===== src/ifm_pkg.sv =====
/*
 * Shared constants, types and helper functions for the instruction format
 * decoder and its indexed data moves.
 * Assumes a 12-bit data address space and 16-bit instruction words.
 */
package ifm_pkg;

  // Instruction cycle phases, one reference clock each.
  localparam logic [1:0] PH_Q1 = 2'h0;
  localparam logic [1:0] PH_Q2 = 2'h1;
  localparam logic [1:0] PH_Q3 = 2'h2;
  localparam logic [1:0] PH_Q4 = 2'h3;
  localparam logic [1:0] PH_LAST = PH_Q4;

  // Opcode patterns used to classify the first word and to check the second.
  localparam logic [8:0] OPC_IDX_MOVE = 9'h1D7;  // Word bits 15..7.
  localparam logic [7:0] OPC_PUSH_LIT = 8'hFA;   // Word bits 15..8.
  localparam logic [3:0] OPC_F2F_MOVE = 4'hC;    // Word bits 15..12.
  localparam logic [7:0] OPC_JUMP = 8'hEF;       // Word bits 15..8.
  localparam logic [6:0] OPC_CALL = 7'h76;       // Word bits 15..9.
  localparam logic [3:0] NIB_BIT_LO = 4'h7;      // Bit-oriented group, low nibble.
  localparam logic [3:0] NIB_BIT_HI = 4'hB;      // Bit-oriented group, high nibble.
  localparam logic [3:0] NIB_LITERAL = 4'h0;     // Literal group nibble.
  localparam logic [3:0] SECOND_TAG = 4'hF;      // Top nibble of every second word.

  // Access bank split and the banks it maps to.
  localparam logic [7:0] ACCESS_SPLIT = 8'h60;
  localparam logic [3:0] ACCESS_LO_BANK = 4'h0;
  localparam logic [3:0] ACCESS_HI_BANK = 4'hF;

  // Indirect-addressing register windows, each INDIR_SPAN bytes long.
  localparam logic [11:0] INDIR_BASE0 = 12'hFEB;
  localparam logic [11:0] INDIR_BASE1 = 12'hFE3;
  localparam logic [11:0] INDIR_BASE2 = 12'hFDB;
  localparam logic [11:0] INDIR_SPAN = 12'h005;

  // Frame pointer value after reset, and the byte an indirect source reads as.
  localparam logic [11:0] FP_RST = 12'h000;
  localparam logic [7:0] READ_INDIRECT_VAL = 8'h00;

  // Decoded instruction format.
  typedef enum logic [8:0] {
    FMT_NONE = 9'h001,
    FMT_BYTE = 9'h002,
    FMT_BIT = 9'h004,
    FMT_LIT = 9'h008,
    FMT_F2F = 9'h010,
    FMT_JUMP = 9'h020,
    FMT_CALL = 9'h040,
    FMT_IDX = 9'h080,
    FMT_PUSH = 9'h100
  } ifm_fmt_e;

  // Sequencer state: idle, or waiting for / executing a second word.
  typedef enum logic [4:0] {
    ST_IDLE = 5'h01,
    ST_F2F2 = 5'h02,
    ST_JMP2 = 5'h04,
    ST_IDX2 = 5'h08,
    ST_IDXW = 5'h10
  } ifm_st_e;

  // True when the address falls in one of the indirect register windows.
  function automatic logic is_indirect(input logic [11:0] a);
    logic [11:0] r0;
    logic [11:0] r1;
    logic [11:0] r2;
    r0 = a - INDIR_BASE0;
    r1 = a - INDIR_BASE1;
    r2 = a - INDIR_BASE2;
    return (r0 < INDIR_SPAN) || (r1 < INDIR_SPAN) || (r2 < INDIR_SPAN);
  endfunction

  // Full data address from the bank-access flag, bank select and 8-bit file address.
  function automatic logic [11:0] bank_addr(input logic banked, input logic [3:0] bank,
                                            input logic [7:0] f);
    logic [3:0] b;
    if (banked) begin
      b = bank;
    end else if (f >= ACCESS_SPLIT) begin
      b = ACCESS_HI_BANK;
    end else begin
      b = ACCESS_LO_BANK;
    end
    return {b, f};
  endfunction

endpackage


===== src/ifm_phase.sv =====
/*
 * Four-phase sequencer that splits each instruction cycle into Q1..Q4.
 * Assumes one reference clock and a synchronous active-low reset.
 */
`timescale 1ns/10ps
module ifm_phase
  import ifm_pkg::*;
(
  input wire logic ref_clk_i,     // Reference clock.
  input wire logic rst_n_i,       // Synchronous reset, active low.
  output logic [1:0] phase_o,     // Current phase, Q1 first.
  output logic q1_o               // High during phase Q1.
);

  typedef struct packed {
    logic [1:0] ph;
    logic q1;
  } ifm_phase_s;

  ifm_phase_s s_q;
  ifm_phase_s s_d;

  // Next phase wraps after Q4; the Q1 flag rises at the same edge as the count enters Q1.
  always_comb begin
    s_d = s_q;
    s_d.ph = (s_q.ph == PH_LAST) ? PH_Q1 : s_q.ph + 2'h1;
    s_d.q1 = (s_q.ph == PH_LAST);
  end

  // Reset lands in Q1 so the first instruction word is taken at once.
  always_ff @(posedge ref_clk_i) begin
    if (!rst_n_i) begin
      s_q <= '{ph: PH_Q1, q1: 1'b1};
    end else begin
      s_q <= s_d;
    end
  end

  assign phase_o = s_q.ph;
  assign q1_o = s_q.q1;

endmodule


===== src/ifm_decoder.sv =====
/*
 * Instruction format decoder with indexed move and push-literal execution.
 * Assumes program memory offers a word in Q1 and data memory answers
 * reads combinationally within the strobe cycle, all on ref_clk_i.
 */
// What this block does
// - Byte ops: opcode bits 15-10, destination flag 9, bank flag 8, address 7-0.
// - Destination flag zero sends result to working register, one to file.
// - Bank flag zero uses access bank; one uses bank select register.
// - File-to-file move: 12-bit source, then 1111 word with 12-bit destination.
// - Bit ops: bit position bits 11-9, bank flag 8, address 7-0.
// - Literal ops: opcode bits 15-8, immediate bits 7-0.
// - Jump/call target: 8 low bits, then 12 bits from 1111 word; fast flag.
// - Indexed move is two words, each carrying a 7-bit offset.
// - Source and destination are frame pointer plus their offsets.
// - Copy source byte to destination; source and frame pointer untouched.
// - Computed addresses reach the whole 4096-byte data space.
// - Indirect register as source reads as 00h without access.
`timescale 1ns/10ps
module ifm_decoder
  import ifm_pkg::*;
(
  input wire logic ref_clk_i,             // Reference clock, 20 MHz.
  input wire logic rst_n_i,               // Synchronous reset, active low.
  input wire logic instr_valid_i,         // Instruction word available.
  input wire logic [15:0] instr_word_i,   // Instruction word from program memory.
  input wire logic [3:0] bank_sel_i,      // Bank select register value.
  input wire logic fp_load_i,             // Load the frame pointer.
  input wire logic [11:0] fp_load_val_i,  // Frame pointer load value.
  input wire logic [7:0] mem_rdata_i,     // Data memory read data.
  output logic q1_o,                      // Phase Q1: word is taken this cycle.
  output logic dec_strobe_o,              // Pulse: a word was just taken.
  output logic word_err_o,                // Pulse: second word lacked its tag.
  output logic [8:0] fmt_o,               // One-hot decoded format.
  output logic [5:0] opcode_o,            // Byte-op opcode field.
  output logic result_to_file_o,          // Result goes to the file register.
  output logic bank_access_o,             // Bank select supplies the bank.
  output logic [2:0] bit_pos_o,           // Bit position field.
  output logic [7:0] literal_o,           // Immediate operand.
  output logic [11:0] file_addr_o,        // Full file address.
  output logic [11:0] f2f_src_o,          // File-to-file source address.
  output logic [11:0] f2f_dst_o,          // File-to-file destination address.
  output logic [19:0] target_o,           // Jump or call target.
  output logic fast_return_o,             // Call fast-return flag.
  output logic [11:0] frame_pointer_o,    // Frame pointer.
  output logic [11:0] mem_addr_o,         // Data memory address.
  output logic mem_rd_o,                  // Data memory read strobe.
  output logic mem_wr_o,                  // Data memory write strobe.
  output logic [7:0] mem_wdata_o          // Data memory write data.
);

  typedef struct packed {
    ifm_st_e st;
    ifm_fmt_e fmt;
    logic [5:0] opc;
    logic to_file;
    logic banked;
    logic [2:0] bitpos;
    logic [7:0] lit;
    logic [11:0] faddr;
    logic [11:0] src;
    logic [11:0] dst;
    logic [19:0] tgt;
    logic fast;
    logic [6:0] off;
    logic [7:0] hold;
    logic push;
    logic [11:0] fp;
    logic [11:0] maddr;
    logic mrd;
    logic mwr;
    logic [7:0] mwd;
    logic stb;
    logic err;
  } ifm_state_s;

  ifm_state_s s_q;
  ifm_state_s s_d;
  logic [1:0] phase;
  logic q1;

  // Phase sequencer shared by the whole block.
  ifm_phase u_phase (
    .ref_clk_i(ref_clk_i),
    .rst_n_i(rst_n_i),
    .phase_o(phase),
    .q1_o(q1)
  );

  // Decode, address and strobe sequencing across the four phases.
  always_comb begin
    logic [15:0] w;
    w = instr_word_i;
    s_d = s_q;
    s_d.stb = 1'b0;
    s_d.err = 1'b0;
    s_d.mrd = 1'b0;
    s_d.mwr = 1'b0;
    if (fp_load_i) begin
      s_d.fp = fp_load_val_i;
    end
    case (phase)
      PH_Q1: begin
        if (instr_valid_i) begin
          s_d.stb = 1'b1;
          if (s_q.st != ST_IDLE) begin
            // Second words must carry the 1111 tag, else the instruction is dropped.
            s_d.st = ST_IDLE;
            if (w[15:12] != SECOND_TAG) begin
              s_d.err = 1'b1;
              s_d.fmt = FMT_NONE;
            end else if (s_q.st == ST_F2F2) begin
              s_d.dst = w[11:0];
            end else if (s_q.st == ST_JMP2) begin
              s_d.tgt[19:8] = w[11:0];
            end else begin
              s_d.off = w[6:0];
              s_d.st = ST_IDXW;
            end
          end else if (w[15:7] == OPC_IDX_MOVE) begin
            s_d.fmt = FMT_IDX;
            s_d.off = w[6:0];
            s_d.st = ST_IDX2;
          end else if (w[15:8] == OPC_PUSH_LIT) begin
            s_d.fmt = FMT_PUSH;
            s_d.lit = w[7:0];
            s_d.push = 1'b1;
          end else if (w[15:12] == OPC_F2F_MOVE) begin
            s_d.fmt = FMT_F2F;
            s_d.src = w[11:0];
            s_d.st = ST_F2F2;
          end else if (w[15:8] == OPC_JUMP || w[15:9] == OPC_CALL) begin
            s_d.fmt = (w[15:8] == OPC_JUMP) ? FMT_JUMP : FMT_CALL;
            s_d.tgt = {12'h000, w[7:0]};
            s_d.fast = (w[15:9] == OPC_CALL) & w[8];
            s_d.st = ST_JMP2;
          end else if (w[15:12] >= NIB_BIT_LO && w[15:12] <= NIB_BIT_HI) begin
            s_d.fmt = FMT_BIT;
            s_d.bitpos = w[11:9];
            s_d.banked = w[8];
            s_d.faddr = bank_addr(w[8], bank_sel_i, w[7:0]);
          end else if (w[15:12] == NIB_LITERAL) begin
            s_d.fmt = FMT_LIT;
            s_d.lit = w[7:0];
          end else begin
            s_d.fmt = FMT_BYTE;
            s_d.opc = w[15:10];
            s_d.to_file = w[9];
            s_d.banked = w[8];
            s_d.faddr = bank_addr(w[8], bank_sel_i, w[7:0]);
          end
        end
      end
      PH_Q2: begin
        // Frame-relative address; the 12-bit sum wraps over the full space.
        if (s_q.st == ST_IDX2 || s_q.st == ST_IDXW) begin
          s_d.maddr = s_q.fp + {5'h00, s_q.off};
        end
      end
      PH_Q3: begin
        if (s_q.st == ST_IDX2) begin
          s_d.mrd = !is_indirect(s_q.maddr);
          s_d.hold = READ_INDIRECT_VAL;
        end else if (s_q.st == ST_IDXW) begin
          s_d.mwr = !is_indirect(s_q.maddr);
          s_d.mwd = s_q.hold;
        end else if (s_q.push) begin
          s_d.maddr = s_q.fp;
          s_d.mwd = s_q.lit;
          s_d.mwr = 1'b1;
        end
      end
      PH_Q4: begin
        if (s_q.mrd) begin
          s_d.hold = mem_rdata_i;
        end
        if (s_q.st == ST_IDXW) begin
          s_d.st = ST_IDLE;
        end
        // The push decrement wins over a frame pointer load at the same edge.
        if (s_q.push) begin
          s_d.fp = s_q.fp - 12'h001;
          s_d.push = 1'b0;
        end
      end
      default: ;
    endcase
  end

  // Single state register for the whole block apart from the phase sequencer.
  always_ff @(posedge ref_clk_i) begin
    if (!rst_n_i) begin
      s_q <= '{st: ST_IDLE, fmt: FMT_NONE, fp: FP_RST, default: '0};
    end else begin
      s_q <= s_d;
    end
  end

  // Every output is a field of the state register or the phase flop.
  assign q1_o = q1;
  assign dec_strobe_o = s_q.stb;
  assign word_err_o = s_q.err;
  assign fmt_o = s_q.fmt;
  assign opcode_o = s_q.opc;
  assign result_to_file_o = s_q.to_file;
  assign bank_access_o = s_q.banked;
  assign bit_pos_o = s_q.bitpos;
  assign literal_o = s_q.lit;
  assign file_addr_o = s_q.faddr;
  assign f2f_src_o = s_q.src;
  assign f2f_dst_o = s_q.dst;
  assign target_o = s_q.tgt;
  assign fast_return_o = s_q.fast;
  assign frame_pointer_o = s_q.fp;
  assign mem_addr_o = s_q.maddr;
  assign mem_rd_o = s_q.mrd;
  assign mem_wr_o = s_q.mwr;
  assign mem_wdata_o = s_q.mwd;
endmodule


===== config.mk =====
export PLATFORM = sky130hd
export DESIGN_NAME = ifm_decoder
export DESIGN_NICKNAME = d
export VERILOG_FILES = /design/src/ifm_pkg.sv /design/src/ifm_phase.sv /design/src/ifm_decoder.sv
export SDC_FILE = /design/constraint.sdc
export NUM_CORES = 1
export LEC_CHECK = 0
export ABC_AREA = 1
export BUFFER_PORTS_ARGS = -buffer_cell sky130_fd_sc_hd__buf_2
export CORE_MARGIN = 3
export CORE_UTILIZATION = 60
export CTS_CLUSTER_DIAMETER = 30
export DETAILED_ROUTE_END_ITERATION = 6
export PLACE_DENSITY = 0.88
export SYNTH_ARGS = -nofsm -noshare
export SYNTH_HDL_FRONTEND = slang
export SYNTH_HIERARCHICAL = 1
export SYNTH_SLANG_ARGS = --single-unit

===== constraint.sdc =====
create_clock -name ref_clk_i -period 4.7 [get_ports ref_clk_i]
set_input_delay 0.235 -clock ref_clk_i [delete_from_list [all_inputs] [get_ports ref_clk_i]]
set_output_delay 0.235 -clock ref_clk_i [all_outputs]
set_load 0.01 [all_outputs]

# Yosys cells after proc, flatten, opt, wreduce, memory -nomap -nowiden
# Index checks and enable logic that the tools add are counted.
# classes
addsub	6
n_reduce_logical	35
n_eq_ne	39
bitwise_logic	12
mux	72
n_lt_le_gt_ge	6
# ops
operator	count
$mux W12	15
$mux W97	1
$mux W43	2
$mux W21	4
$mux W31	2
$mux W7	8
$mux W24	2
$mux W8	6
$mux W9	5
$mux W14	3
$ne A2 B2 Y1 const B	21
$lt A12 B3 Y1 const B	3
$sub A12 B12 Y12 const B	3
$mux W5	6
$pmux W12 S2	1
$reduce_and A8 Y1	3
$reduce_and A5 Y1	4
$reduce_and A9 Y1	2
$eq A8 B8 Y1 const B	2
$mux W4	4
$pmux W8 S2	1
$reduce_bool A2 Y1	7
$add A12 B7 Y12	1
$reduce_and A3 Y1	4
other kinds (37)	60
# totals
output_inout_bits	122
inputBits	44
word_cells	195
regBits	145

# Logic depth before layout (Yosys ltp)
# logic_depth
depth_word	12
depth_mapped	13
ltp_nobuf	13

# Modules after synthesis
# Netlist, hierarchy kept.
# modules_own_cells
module	seq_area_each_um2	area_each_um2	n_inst	cells_each
ifm_decoder	2842.7	7724.9	1	1090
ifm_phase	60.1	93.8	1	9

# Worst setup path before layout
# OpenSTA, ideal clock, no wires.
# synth_timing
kind	reg2reg
from	register s_q, in the netlist frame_pointer_o[0]
to	register s_q, in the netlist mem_addr_o[10]
period_less_slack_ns	1.659
path_stages_with_launch	14
arrival_time_ns	1.550
path_buffers	0
setup_time_ns	0.109
slack_ns	3.041
required_time_ns	4.591
path_cell_list	dfxtp_1 -> ha_1 -> inv_1 -> fa_1 -> inv_1 -> nand3_1 -> nand2_1 -> nand4_1 -> nand2_1 -> nand2_1 -> nand2_1 -> nand3_1 -> nand2_1 -> inv_1
# synth_between
elab_chain_cells	3
# synth_lines
item	line_no	rtl
start, declared	ifm_decoder.sv:77	ifm_state_s s_q;
start signal, assigned	ifm_decoder.sv:193	s_q <= '{st: ST_IDLE, fmt: FMT_NONE, fp: FP_RST, default: '0};
start signal, assigned	ifm_decoder.sv:195	s_q <= s_d;
$add A12 B7 Y12	ifm_decoder.sv:157	s_d.maddr = s_q.fp + {5'h00, s_q.off};
$mux W12	ifm_decoder.sv:156	if (s_q.st == ST_IDX2 || s_q.st == ST_IDXW) begin
$pmux W12 S2	ifm_decoder.sv:102	case (phase)
# No other way between the ends. The select of a mux whose other input is x is not followed.
# A chain may end at the register's enable or synchronous reset.

# Worst setup path after layout
# layout_timing
from	register s_q[36] in the netlist's numbering
to	register s_q, in the netlist frame_pointer_o[10]
# layout_between
elab_chain_cells	2
# layout_lines
item	line_no	rtl
$mux W12	ifm_decoder.sv:181	if (s_q.push) begin
$mux W12	ifm_decoder.sv:102	
# No other way between the ends.

==> impl_metrics.yaml <==
logic_synthesis:
  synthTopCellsByArea: "dfxtp_1 37%, buf_4 11%, nand2_1 9.1%, nor2_1 8.6%, o21ai_0 4.7%"
  netlist_area_um2: 7820
  ys_ff_latch: 145
  synth_cells: 1099
  synthFlopType: "dfxtp_1"
  synth.most_common_cell: "nand2_1"
  syn_avg_cell_area_um2: 7.11
  synth_top_area_cell: "dfxtp_1"
  yosysUniqueCellTypes: 43
  syn_nets: 1153
  synth_edf_count: 0
  seq_area_frac_synth: 0.371
  yosys-top-cells-count: "190 x nand2_1, 179 x nor2_1, 145 x dfxtp_1, 119 x buf_4, 88 x inv_1"
  synthArstFlopShare: 0
  yosys_warnings: 6
  synth_top_cell_area_share: 0.371
sta:
  tightest_slew_ps: 1180
  fin_crit_ps: 2340
  tns_ps: 0
  setup_viol: 0
  hold_viol_final: 0
  maxSlewViolCount: 0
  min_period_over_period: 0.497
  rsz0062_at_grt: "no"
  relSlewSlack: 0.210
  skew_ps: 10.3
  fmaxAchievable_mhz: 428
clocking:
  cts.repair.resized: 0
  numCtsBuffers: 17
  cts_tree: "yes"
  cts-root-buf: "clkbuf_16"
  postCtsHoldBufs: 0
  clkTransAtPathRegs_ps: 60
  clock_path_buffers: 2
  cts.sinks: 145
  htree_levels: 4
  postCtsSetupBuffers: 0
  clkLatencyLatePin_ps: 420
route:
  totalWireLength_um: 19000
  avgViaCountPerCell: 5.29
  drt-initial-drc-count: 695
  ant_nets: 0
  avgRoutedWirePerCell_um: 14.5
  first_pass_iters: 5
  post-route-drc-count: 0
  via_count: 6938
global_routing:
  grt_overflow: 0
  globalRouteTotalUtil: 0.261
  antenna_found_initial: 0
  grt_pass1_wl_um: 30400
  grt_max_degree: 96
  grt_pass1_vias: 6165
floorplan:
  initial_utilization: 0.617
  rows: 41
  die_y_um: 120
  die_w_um: 120
  die_area_um2: 14400
  io_pins: 166
  core_um2: 12700
critical_path:
  ff2ff_path_depth: 5
  cp-start-kind: "flop"
  critPathMaxStageDelay_ps: 920
  path_common_cell: "inv_1"
  worstSetupPathType: "reg -> reg"
  cp_cell_sequence: "inv_1 > nor2_1 > inv_1 > o21ai_0 > a211oi_1"
  cp_max_fo: 21
  arrival_ps: 2620
  endpoint_kind: "flop"
  crit_slowest_cell: "nor2_1"
  required_ps: 4980
cells_and_area:
  area_growth_pct: 6.67
  drive_gt1_frac: 0.221
  diodes: 0
  fillCellCount: 1138
  fin_nets: 1185
run_status:
  outcome: "completed"
placement:
  hpwl_um: 13500
  globalplace.congestion: 0.926
  io_buffers: 165
job:
  maxCapViolCount: 0
power_and_ir_drop:
  vdd_ir_drop_max_uv: 255
  total_power_mw: 3.46
  leakagePower_nw: 4.00
  power_density_nw_per_um2: 415
worst_hold_path:
  min-delay-path-class: "in -> reg"
  hold_depth: 3
[cell families after synthesis]
family	count (synthesis)	share of synthesized area
buf+inv	255	0.188
flops	145	0.371
fa+ha+maj	10	0.0170
xor+xnor	3	0.00336
compound gates	186	0.131
simple gates	500	0.290
[registers in the layout (all words and copies together), names as in the netlist]
register,cells
s_q,21
target_o,20
f2f_dst_o,12
f2f_src_o,12
file_addr_o,12
frame_pointer_o,12
mem_addr_o,12
fmt_o,9
literal_o,8
mem_wdata_o,8
opcode_o,6
bit_pos_o,3
u_phase/phase_o,2
bank_access_o,1
dec_strobe_o,1
fast_return_o,1
mem_rd_o,1
mem_wr_o,1
result_to_file_o,1
u_phase/q1_o,1
word_err_o,1
[final cells by class]
cell class | instances | area, um2 | share of cell area
clock buffer | 21 | 460 | 0.0552
sequential | 145 | 2900 | 0.348
clock inverter | 6 | 86.3 | 0.0104
timing repair buffer | 167 | 841 | 0.101
tap | 172 | 215 | 0.0258
inverter | 101 | 385 | 0.0462
multi-input combinational | 699 | 3450 | 0.414
[power by group]
part	internal, mW	leakage (nW)	switching, mW
Clock	0.792	0.267	0.493
Combinational	0.253	2.55	0.515
Sequential	1.33	1.18	0.0759
[path summary, 6_finish.rpt]
kind	startpoint	endpoint	slack, ps
worst max register to register	s_q[36]$_SDFFE_PN0P_	frame_pointer_o[10]$_SDFF_PN0_	2360
worst min-delay path	mem_rdata_i[3]	s_q[40]$_SDFFE_PN0P_	50
worst min register to register	file_addr_o[9]$_SDFFE_PN0P_	file_addr_o[9]$_SDFFE_PN0P_	460
worst max-delay path	s_q[36]$_SDFFE_PN0P_	frame_pointer_o[10]$_SDFF_PN0_	2360
[cell usage in the layout (no fill, tap or decap), drive strengths merged, types with 2 or more instances in the layout]
cell / netlist / routed
nor2: 204 / 204
nand2: 203 / 203
buf: 132 / 167
dfxtp: 145 / 145
inv: 98 / 98
o21ai: 87 / 87
nand3: 66 / 66
a21oi: 61 / 61
clkbuf: 22 / 21
a211oi: 18 / 18
nand4: 13 / 13
a31oi: 12 / 12
nor3: 10 / 10
ha: 9 / 9
clkinv: 3 / 6
nand3b: 3 / 3
o211ai: 3 / 3
a311oi: 2 / 2
xor2: 2 / 2
bufinv: 0 / 2
[per-layer routing]
layer,part of all wire,global-route usage,vias to the layer above
li1,-,-,3497
met1,0.43,0.338,3118
met2,0.47,0.425,296
met3,0.086,0.0636,27
met4,0.019,0.0916,0
met5,0,0,-
[worst max-delay path, delay by kind of cell, from the launching register on]
kind / cells / cell delay [ps]
compound gates: 2 / 390
simple gates: 1 / 920
flops: 1 / 470
buf+inv: 2 / 420
[through the flow]
step	instance area (um2)	setup WS, ps	util	instances	hold slack (ps)
after floorplan	7820	3040	-	1099	324
after global placement	7790	2540	0.615	1284	445
after detailed placement	7790	2380	0.615	1284	450
after CTS	8340	2370	0.658	1311	42.5
after global routing	8340	2180	0.658	1311	60.6
final	8340	2360	0.658	1311	48.7
No activity file was read; power rests on OpenSTA's default activity.
